## config.mk

```make
export PLATFORM = sky130hd
export DESIGN_NAME = iprs_top
export DESIGN_NICKNAME = d
export VERILOG_FILES = /design/src/verilog/iprs_pkg.sv /design/src/verilog/iprs_top.sv /design/src/verilog/iprs_ref_channel.sv
export SDC_FILE = /design/constraint.sdc
export NUM_CORES = 1
export LEC_CHECK = 0
export BUFFER_PORTS_ARGS = -buffer_cell sky130_fd_sc_hd__buf_2
export CAP_MARGIN = 30
export CORE_UTILIZATION = 53
export CTS_CLUSTER_DIAMETER = 80
export DETAILED_ROUTE_END_ITERATION = 8
export GPL_ROUTABILITY_DRIVEN = 0
export GPL_TIMING_DRIVEN = 0
export PLACE_DENSITY = 0.76
export REMOVE_ABC_BUFFERS = 1
export SYNTH_ARGS = -nofsm -noshare
export SYNTH_HDL_FRONTEND = slang
export SYNTH_SLANG_ARGS = --single-unit
```

## constraint.sdc

```tcl
create_clock -name mclk -period 3.17 [get_ports mclk]
set_input_delay 0 -clock mclk [delete_from_list [all_inputs] [get_ports mclk]]
set_output_delay 0 -clock mclk [all_outputs]
set_load 0.02 [all_outputs]
```

## src/verilog/iprs_pkg.sv

```systemverilog
package iprs_pkg;

   // Register map, addressed by the 10-bit serial-port address.
   localparam int          ADDR_W             = 10;
   localparam int          DATA_W             = 8;
   localparam logic [9:0]  REG_REF_INPUT_CFG  = 10'h01A;
   localparam logic [9:0]  REG_LOOP_MISC_CTRL = 10'h01C;
   localparam logic [9:0]  REG_POWER_DOWN     = 10'h233;

   // Reset values of the three registers.
   localparam logic [7:0]  RST_REF_INPUT_CFG  = 8'h00;
   localparam logic [7:0]  RST_LOOP_MISC_CTRL = 8'h00;
   localparam logic [7:0]  RST_POWER_DOWN     = 8'h00;
   localparam logic [7:0]  RD_UNMAPPED        = 8'h00;

   // Field positions.
   localparam int          OSC_CFG_LSB        = 0;
   localparam int          OSC_CFG_MSB        = 1;
   localparam int          PRI_CMOS_BIT       = 5;
   localparam int          SEC_CMOS_BIT       = 6;
   localparam int          MID_SUPPLY_BIT     = 6;
   localparam int          INDEP_DIV_BIT      = 7;
   localparam int          LOOP_PD_BIT        = 2;

   // Reference divider range.
   localparam int          DIV_W              = 10;
   localparam logic [9:0]  DIV_MIN            = 10'h001;
   localparam logic [9:0]  DIV_MAX            = 10'h3FF;

   // Lock timing: ten loop time constants, each the reciprocal of the loop bandwidth.
   localparam int          CLK_HZ             = 50_000_000;
   localparam int          LOCK_TC_COUNT      = 10;
   localparam int          LOOP_BW_HZ         = 100;
   localparam int          LOCK_TIMEOUT_CYC   = LOCK_TC_COUNT * (CLK_HZ / LOOP_BW_HZ);
   localparam int          TIMER_W            = 32;

   // Reference monitor silence limit, in oscillator clock cycles.
   localparam int          LOSS_CYC           = 1024;
   localparam int          LOSS_W             = 16;

   // Channel indices.
   localparam int          CH_PRI             = 0;
   localparam int          CH_SEC             = 1;
   localparam int          NUM_REF            = 2;

   typedef enum logic [1:0] {
      IPRS_ON_PRIMARY,
      IPRS_ON_SECONDARY,
      IPRS_HOLDOVER
   } iprs_state_t;

endpackage

```

## src/verilog/iprs_top.sv

```systemverilog
// Contract
// - Reference_input_config bit 5 puts primary, bit 6 secondary, into single-ended CMOS mode.
// - Differential receiver off when differential not selected or input loop powered down.
// - Single-ended buffer off on loop power-down, own power-down, or differential selected.
// - Secondary divider follows primary unless 0x01C bit 7 enables independent division.
// - Oscillator feedback receiver configuration comes from 0x01A bits 1 to 0.
// - Oscillator feedback receiver off while 0x233 bit 2 is one.
// - Lock timeout equals ten reciprocal loop bandwidths.
// - Each reference has its own divider, ratio 1 through 1023.
// - Monitor judges divided references and steers switchover.
// - Manual reference choice by register setting or select pin.
// - Automatic mode moves to secondary when primary lost and secondary present.
// - Nonrevertive stays on secondary, returns only when secondary is lost.
// - Revertive returns to primary as soon as primary is present.
// - Both references absent means holdover, loop runs from external oscillator.
// - Entering holdover tristates the charge pump unless mid-supply is chosen.
// - Holdover ends when a reference returns; loop then resynchronises.
// - Input_loop_misc_control bit 6 drives charge pump to mid-supply in holdover.
// - In automatic mode one detected reference becomes active; with two, one active, one backup.
`timescale 1ns/100ps
module iprs_top
   import iprs_pkg::*;
#(
   parameter int LOCK_TIMEOUT_CYCLES = LOCK_TIMEOUT_CYC,
   parameter int LOSS_CYCLES         = LOSS_CYC
) (
   input  wire logic              mclk,
   input  wire logic              rst,
   // Register port from the serial control interface.
   input  wire logic              reg_wr_en,
   input  wire logic [ADDR_W-1:0] reg_addr,
   input  wire logic [DATA_W-1:0] reg_wr_data,
   output logic      [DATA_W-1:0] reg_rd_data,
   // Reference clocks, sampled on mclk.
   input  wire logic              primary_reference,
   input  wire logic              secondary_reference,
   input  wire logic              reference_select_pin,
   // Configuration levels held outside the three mapped registers.
   input  wire logic [DIV_W-1:0]  primary_divider,
   input  wire logic [DIV_W-1:0]  secondary_divider,
   input  wire logic              primary_buffer_pd,
   input  wire logic              secondary_buffer_pd,
   input  wire logic              auto_switch_en,
   input  wire logic              revertive_en,
   input  wire logic              manual_use_pin,
   input  wire logic              manual_select_secondary,
   // Analog control outputs.
   output logic [1:0]             osc_rx_config,
   output logic                   osc_rx_pd,
   output logic [NUM_REF-1:0]     diff_rx_pd,
   output logic [NUM_REF-1:0]     se_buffer_pd,
   output logic                   cp_tristate,
   output logic                   cp_mid_supply,
   output logic                   pfd_ref_pulse,
   // Status.
   output logic                   primary_present,
   output logic                   secondary_present,
   output logic                   active_is_secondary,
   output logic                   holdover,
   output logic                   lock_settling,
   output logic                   switch_event
);

   logic [DATA_W-1:0]  ref_input_config;
   logic [DATA_W-1:0]  input_loop_misc_control;
   logic [DATA_W-1:0]  power_down_control;
   logic [DATA_W-1:0]  next_rd_data;
   iprs_state_t        state;
   iprs_state_t        next_state;
   logic [TIMER_W-1:0] lock_timer;
   logic [NUM_REF-1:0] ref_pins;
   logic [NUM_REF-1:0] cmos_sel;
   logic [NUM_REF-1:0] buf_pd_set;
   logic [NUM_REF-1:0] rx_enable;
   logic [NUM_REF-1:0] div_pulse;
   logic [NUM_REF-1:0] present;
   logic [DIV_W-1:0]   ratio [NUM_REF];

   // Register write decode.
   wire wr_ref_cfg  = reg_wr_en && (reg_addr == REG_REF_INPUT_CFG);
   wire wr_misc     = reg_wr_en && (reg_addr == REG_LOOP_MISC_CTRL);
   wire wr_pd       = reg_wr_en && (reg_addr == REG_POWER_DOWN);

   always_ff @(posedge mclk) begin
      if (rst) begin
         ref_input_config        <= RST_REF_INPUT_CFG;
         input_loop_misc_control <= RST_LOOP_MISC_CTRL;
         power_down_control      <= RST_POWER_DOWN;
      end else begin
         if (wr_ref_cfg) begin
            ref_input_config <= reg_wr_data;
         end
         if (wr_misc) begin
            input_loop_misc_control <= reg_wr_data;
         end
         if (wr_pd) begin
            power_down_control <= reg_wr_data;
         end
      end
   end

   // Read data is registered, so it follows the address one cycle later.
   always_comb begin
      if (reg_addr == REG_REF_INPUT_CFG) begin
         next_rd_data = ref_input_config;
      end else if (reg_addr == REG_LOOP_MISC_CTRL) begin
         next_rd_data = input_loop_misc_control;
      end else if (reg_addr == REG_POWER_DOWN) begin
         next_rd_data = power_down_control;
      end else begin
         next_rd_data = RD_UNMAPPED;
      end
   end

   always_ff @(posedge mclk) begin
      if (rst) begin
         reg_rd_data <= RD_UNMAPPED;
      end else begin
         reg_rd_data <= next_rd_data;
      end
   end

   // Field extraction.
   wire loop_pd     = power_down_control[LOOP_PD_BIT];
   wire indep_div   = input_loop_misc_control[INDEP_DIV_BIT];
   wire mid_supply  = input_loop_misc_control[MID_SUPPLY_BIT];

   assign cmos_sel[CH_PRI]   = ref_input_config[PRI_CMOS_BIT];
   assign cmos_sel[CH_SEC]   = ref_input_config[SEC_CMOS_BIT];
   assign buf_pd_set[CH_PRI] = primary_buffer_pd;
   assign buf_pd_set[CH_SEC] = secondary_buffer_pd;
   assign ref_pins[CH_PRI]   = primary_reference;
   assign ref_pins[CH_SEC]   = secondary_reference;

   assign ratio[CH_PRI] = primary_divider;
   assign ratio[CH_SEC] = indep_div ? secondary_divider : primary_divider;

   // A bypass setup relies on software keeping loop_pd clear, or the
   // oscillator receiver goes down with the rest of the input loop.
   assign osc_rx_config = ref_input_config[OSC_CFG_MSB:OSC_CFG_LSB];
   assign osc_rx_pd     = loop_pd;

   genvar gi;
   generate
      for (gi = 0; gi < NUM_REF; gi++) begin : g_ref
         wire diff_off = loop_pd | cmos_sel[gi];
         wire se_off   = loop_pd | buf_pd_set[gi] | ~cmos_sel[gi];

         assign diff_rx_pd[gi]   = diff_off;
         assign se_buffer_pd[gi] = se_off;
         // The reference reaches the divider only through a powered receiver.
         assign rx_enable[gi]    = cmos_sel[gi] ? ~se_off : ~diff_off;

         iprs_ref_channel #(
            .LOSS_CYCLES (LOSS_CYCLES)
         ) u_chan (
            .mclk         (mclk),
            .rst          (rst),
            .ref_in       (ref_pins[gi]),
            .rx_enable    (rx_enable[gi]),
            .divide_ratio (ratio[gi]),
            .div_pulse    (div_pulse[gi]),
            .present      (present[gi])
         );
      end
   endgenerate

   wire pa = present[CH_PRI];
   wire pb = present[CH_SEC];

   // Manual choice comes from the pin or from the register-held level.
   wire manual_sec = manual_use_pin ? reference_select_pin : manual_select_secondary;

   always_comb begin
      next_state = state;
      if (!pa && !pb) begin
         next_state = IPRS_HOLDOVER;
      end else if (!auto_switch_en) begin
         if (manual_sec) begin
            next_state = IPRS_ON_SECONDARY;
         end else begin
            next_state = IPRS_ON_PRIMARY;
         end
      end else begin
         case (state)
            IPRS_ON_PRIMARY: begin
               if (!pa) begin
                  next_state = IPRS_ON_SECONDARY;
               end
            end
            IPRS_ON_SECONDARY: begin
               if (revertive_en && pa) begin
                  next_state = IPRS_ON_PRIMARY;
               end else if (!pb) begin
                  next_state = IPRS_ON_PRIMARY;
               end
            end
            IPRS_HOLDOVER: begin
               if (pa) begin
                  next_state = IPRS_ON_PRIMARY;
               end else begin
                  next_state = IPRS_ON_SECONDARY;
               end
            end
            default: begin
               next_state = IPRS_HOLDOVER;
            end
         endcase
      end
   end

   // In manual mode a chosen but absent reference is kept while the other one is present; the loop then
   // simply sees no edges, as the user asked for that input explicitly.
   wire state_change = (next_state != state);
   wire to_reference = state_change && (next_state != IPRS_HOLDOVER);

   always_ff @(posedge mclk) begin
      if (rst) begin
         state        <= IPRS_HOLDOVER;
         switch_event <= 1'b0;
      end else begin
         state        <= next_state;
         switch_event <= state_change;
      end
   end

   // Settling window after each new reference, sized to ten loop time constants.
   always_ff @(posedge mclk) begin
      if (rst) begin
         lock_timer <= '0;
      end else if (to_reference) begin
         lock_timer <= TIMER_W'(LOCK_TIMEOUT_CYCLES);
      end else if (next_state == IPRS_HOLDOVER) begin
         lock_timer <= '0;
      end else if (lock_timer != '0) begin
         lock_timer <= lock_timer - 1'b1;
      end
   end

   always_ff @(posedge mclk) begin
      if (rst) begin
         pfd_ref_pulse <= 1'b0;
      end else begin
         case (state)
            IPRS_ON_PRIMARY:   pfd_ref_pulse <= div_pulse[CH_PRI];
            IPRS_ON_SECONDARY: pfd_ref_pulse <= div_pulse[CH_SEC];
            default:           pfd_ref_pulse <= 1'b0;
         endcase
      end
   end

   assign holdover            = (state == IPRS_HOLDOVER);
   assign cp_tristate         = holdover & ~mid_supply;
   assign cp_mid_supply       = holdover & mid_supply;
   assign active_is_secondary = (state == IPRS_ON_SECONDARY);
   assign lock_settling       = (lock_timer != '0);
   assign primary_present     = pa;
   assign secondary_present   = pb;

endmodule

```

## src/verilog/iprs_ref_channel.sv

```systemverilog
`timescale 1ns/100ps
module iprs_ref_channel
   import iprs_pkg::*;
#(
   parameter int LOSS_CYCLES = LOSS_CYC
) (
   input  wire logic             mclk,
   input  wire logic             rst,
   input  wire logic             ref_in,
   input  wire logic             rx_enable,
   input  wire logic [DIV_W-1:0] divide_ratio,
   output logic                  div_pulse,
   output logic                  present
);

   logic             ref_prev;
   logic [DIV_W-1:0] edge_count;
   logic [LOSS_W-1:0] silence;
   wire              ref_gated = ref_in & rx_enable;
   wire              ref_rise  = ref_gated & ~ref_prev;
   // A ratio of zero is outside the range and is treated as divide by one.
   wire [DIV_W-1:0]  ratio     = (divide_ratio < DIV_MIN) ? DIV_MIN : divide_ratio;
   wire              div_hit   = ref_rise && (edge_count >= ratio - DIV_MIN);
   wire              timed_out = (silence >= LOSS_W'(LOSS_CYCLES - 1));

   always_ff @(posedge mclk) begin
      if (rst) begin
         ref_prev   <= 1'b0;
         edge_count <= '0;
         div_pulse  <= 1'b0;
      end else begin
         ref_prev   <= ref_gated;
         div_pulse  <= div_hit;
         if (div_hit) begin
            edge_count <= '0;
         end else if (ref_rise) begin
            edge_count <= edge_count + DIV_MIN;
         end
      end
   end

   // Presence is judged on the divided signal, so the limit must exceed
   // the divided period or a healthy slow reference will look lost.
   always_ff @(posedge mclk) begin
      if (rst) begin
         silence <= '0;
         present <= 1'b0;
      end else if (div_pulse) begin
         silence <= '0;
         present <= 1'b1;
      end else if (timed_out) begin
         present <= 1'b0;
      end else begin
         silence <= silence + 1'b1;
      end
   end

endmodule

```

==> summary.txt <==
Outcome
  • Status: finished clean

Yosys
  • Syn Std Cell Area: 6580 um2
  • Yosys warning total: 0
  • Library cells used by synthesis: 65
  • Cells after synthesis: just under 800
  • Post-synth ARST share: 0%
  • Mean post-synth cell area: around 8.3 um2
  • Yosys reg bits: about 130
  • Sequential-to-total area share from yosys stat: 38.3%
  • Number of synthesized flops with an enable pin: 0
  • Primary FF master, synth: dfxtp_1

Timing
  • Final Setup Violations: 0
  • RSZ-0062 raised after global routing: false
  • Hold WS: 37.7 ps
  • Final period utilization: 94.3%
  • Peak Freq: 335 MHz
  • Worst-margin pin slew: a little over 1000 ps
  • Relative slew slack: 31.7%
  • Min Tclk post-route: roughly 3000 ps
  • Worst Skew: 7.68 ps
  • Max Slew Vio Count: 0
  • Setup TNS: 0 ps
  • Final Hold Viols: 0

Clocking
  • CTS Buf Count: 17
  • Max Root-Sink Buffers: 2
  • TritonCTS clock tree: done
  • CTS root buf: clkbuf_16
  • Htree depth: 4
  • Worst skew pair latency: 430 ps
  • Clock-pin transition on the worst setup and hold timing paths: 60 ps
  • CTS Sinks: 126

Routing
  • Via density: ~5.8
  • Drc violations: 0
  • Routed WL: 16.0 mm
  • DR pass1 iterations: 5
  • Starting DRT DRC Count: 393
  • Vias: 6,149
  • Antenna viol nets, final: 0
  • WL/cell: ~15 um

Floorplan
  • Starting Density: 54.6%
  • Die height: 113 um
  • Die X: 113 um
  • Number of core rows: 40
  • # IOs: between 70 and 80
  • Core ar.: 12,100 um2
  • DIE AREA: 12,900 um2

Layout
  • Area Overhead vs Synth: 19.5%
  • Storage cell area: 2530 um2
  • Final core occ: 65.2%
  • Ant diodes: 0
  • Filler cells: roughly 980
  • Post-route insts no fill: 1,052
  • Final-stage net count: 948
  • Multi-input combinational cell area: 3950 um2
  • Layout cells sized above 1: 16.7%

Critical path
  • CP delay by family, top: compound AO/OA/AOI/OAI gates
  • Critical path buffers and inverters: 2
  • Worst EP required: roughly 3500 ps
  • CP startpoint kind: flip-flop
  • Slowest stage delay, CP: 390 ps
  • Crit end category: flip-flop
  • CP Data Arrival Time: 3350 ps
  • Cell Chain, Critical Path: buf_6 > buf_4 > nor2_2 > a21o_1 > o21ai_2 > nand2_1 > ha_2 > o21ai_1 > or2_4 > nor2_2 > xor2_1 > ha_1 > a21o_1 > a31oi_4 > o31ai_1 > a21o_2 > nor2_1
  • CP max FO: 8
  • Crit Path Class: reg2reg
  • Slowest stage cell, crit path: dfxtp_4

Job
  • Max cap viols: 0

Global routing
  • Vias in the first global route: 5,875
  • Initial antenna violation count: 0
  • First-pass GRT wire length: around 27 mm
  • Aggregate global-route resource usage: between 20% and 30%
  • Grt ovf: 0
  • Largest net degree at the start of global routing: 51

Placed design
  • Port Buffer Count: 73
  • Placed Instances: 1,004
  • DP HPWL: 10.9 mm

Pwr
  • Cell Pwr Density: 467 nW/um2
  • Leak: 0.00303 uW
  • Peak supply drop: 309 uV

Worst hold path
  • Hold/Removal Path Class: in2reg
routing by layer:
metal | part of all wire (%) | vias to the layer above | global-route usage [%]
li1 | - | 3009 | -
met1 | 43 | 2931 | 29.7
met2 | 50 | 179 | 45.1
met3 | 5.2 | 30 | 6.54
met4 | 1.9 | 0 | 10.0
met5 | 0 | - | 0
synth_stat cells (3+ instances only):
cell	number	area [um2]
a22oi_1	7	52.6
nor2_1	79	297
a21oi_1	65	325
nor4b_1	3	26.3
o211ai_1	6	45.0
o31ai_1	9	67.6
nor3_1	39	195
buf_4	6	45.0
o22ai_1	3	18.8
inv_1	16	60.1
o21ai_1	12	60.1
ha_1	27	338
and3_1	7	43.8
nand2b_1	6	37.5
buf_2	7	35.0
nand4_1	15	93.8
or4_1	11	82.6
mux2i_1	13	130
a21boi_0	3	22.5
nand3_1	22	110
nor3b_1	10	75.1
clkbuf_1	15	56.3
or2_2	8	50.1
xnor2_1	40	350
nor4_1	19	119
o311ai_1	3	26.3
a21o_1	4	30.0
xor2_1	20	175
dfxtp_1	126	2520
and4_1	3	26.3
o21ai_0	10	50.1
buf_1	5	18.8
a211oi_1	9	67.6
or3_1	15	93.8
and2_1	20	125
nand2_1	95	357
what timing repair did:
item | 4_1_cts | 5_1_grt
pin swaps | 1 | 2
cloned | 0 | 0
setup endpoints to repair | 11 | 16
hold endpoints to repair | 32 | 0
hold buffers | 12 | 0
resized for setup | 10 | 18
setup buffers | 2 | 2
worst reg2reg max path, delay by kind of cell, from the launching register on:
kind            cells  cell delay (ps)
compound gates      7             1050
xor+xnor            1               80
fa+ha+maj           2              390
buf+inv             2              290
flops               1              390
simple gates        5              720
state kept, by name, indices dropped and copies added, names as in the netlist, 8 cells and up:
name / cells
g_ref.u_chan.edge_count: 20
g_ref.u_chan.silence: 32
input_loop_misc_control: 8
lock_timer: 32
power_down_control: 8
ref_input_config: 8
reg_rd_data: 8
through the flow:
| step | power, uW | cell area [um2] | setup WS [ps] |
|---|---|---|---|
| after floorplan | 1750 | 6400 | -261 |
| after global placement | 1820 | 6980 | -762 |
| after detailed placement | 1830 | 7030 | -911 |
| after CTS | 3680 | 7780 | 17.6 |
| after global routing | 3800 | 7870 | 19.4 |
| final | 3670 | 7870 | 181 |
area by class of cell:
cell class / instances / area share (%)
Multi-Input combinational cell: 618 / 50.3
Sequential cell: 126 / 32.1
Timing Repair Buffer: 92 / 7.03
Clock buffer: 17 / 5.41
Tap cell: 168 / 2.67
Clock inverter: 15 / 1.75
Inverter: 16 / 0.764
cells by family (layout without fill, tap and decap cells):
kind of cell               Yosys count  in the layout  synth area share (%)
buffers and inverters               51            140                  3.61
DFF                                126            126                  38.3
and+or+nand+nor                    364            364                  28.1
muxes                               14             14                  2.15
adders and majority gates           27             27                  5.13
xor gates and xnor gates            60             60                  7.98
AOI/OAI and AO/OA                  153            153                  14.7
worst paths after layout:
kind	startpoint	endpoint	slack, ps	depth (start not counted)
min	reg_addr[1]	reg_rd_data[4]	40	4
max reg2reg	input_loop_misc_control[7]	g_ref[1].u_chan.edge_count[4]	180	17
max	input_loop_misc_control[7]	g_ref[1].u_chan.edge_count[4]	180	17
min reg2reg	input_loop_misc_control[3]	input_loop_misc_control[3]	450	2
cells in the final DEF, fill, tap and decap left out, drive strengths merged, types with 22 or more instances in the layout:
| cell | synthesis | routed |
|---|---|---|
| dfxtp | 126 | 126 |
| nor2 | 79 | 79 |
| nand2 | 95 | 95 |
| nand3 | 22 | 22 |
| ha | 27 | 27 |
| a21oi | 66 | 66 |
| o21ai | 22 | 22 |
| xnor2 | 40 | 40 |
| buf | 20 | 80 |
| nor3 | 41 | 41 |
where the power goes:
| part | leakage (uW) | switching (uW) | internal, uW | total (uW) |
|---|---|---|---|---|
| Combinational | 0.00175 | 122 | 90.9 | 213 |
| Sequential | 0.00102 | 12.6 | 1600 | 1610 |
| Clock | 0.000259 | 766 | 1080 | 1850 |
No activity file was read; power rests on OpenSTA's default activity.
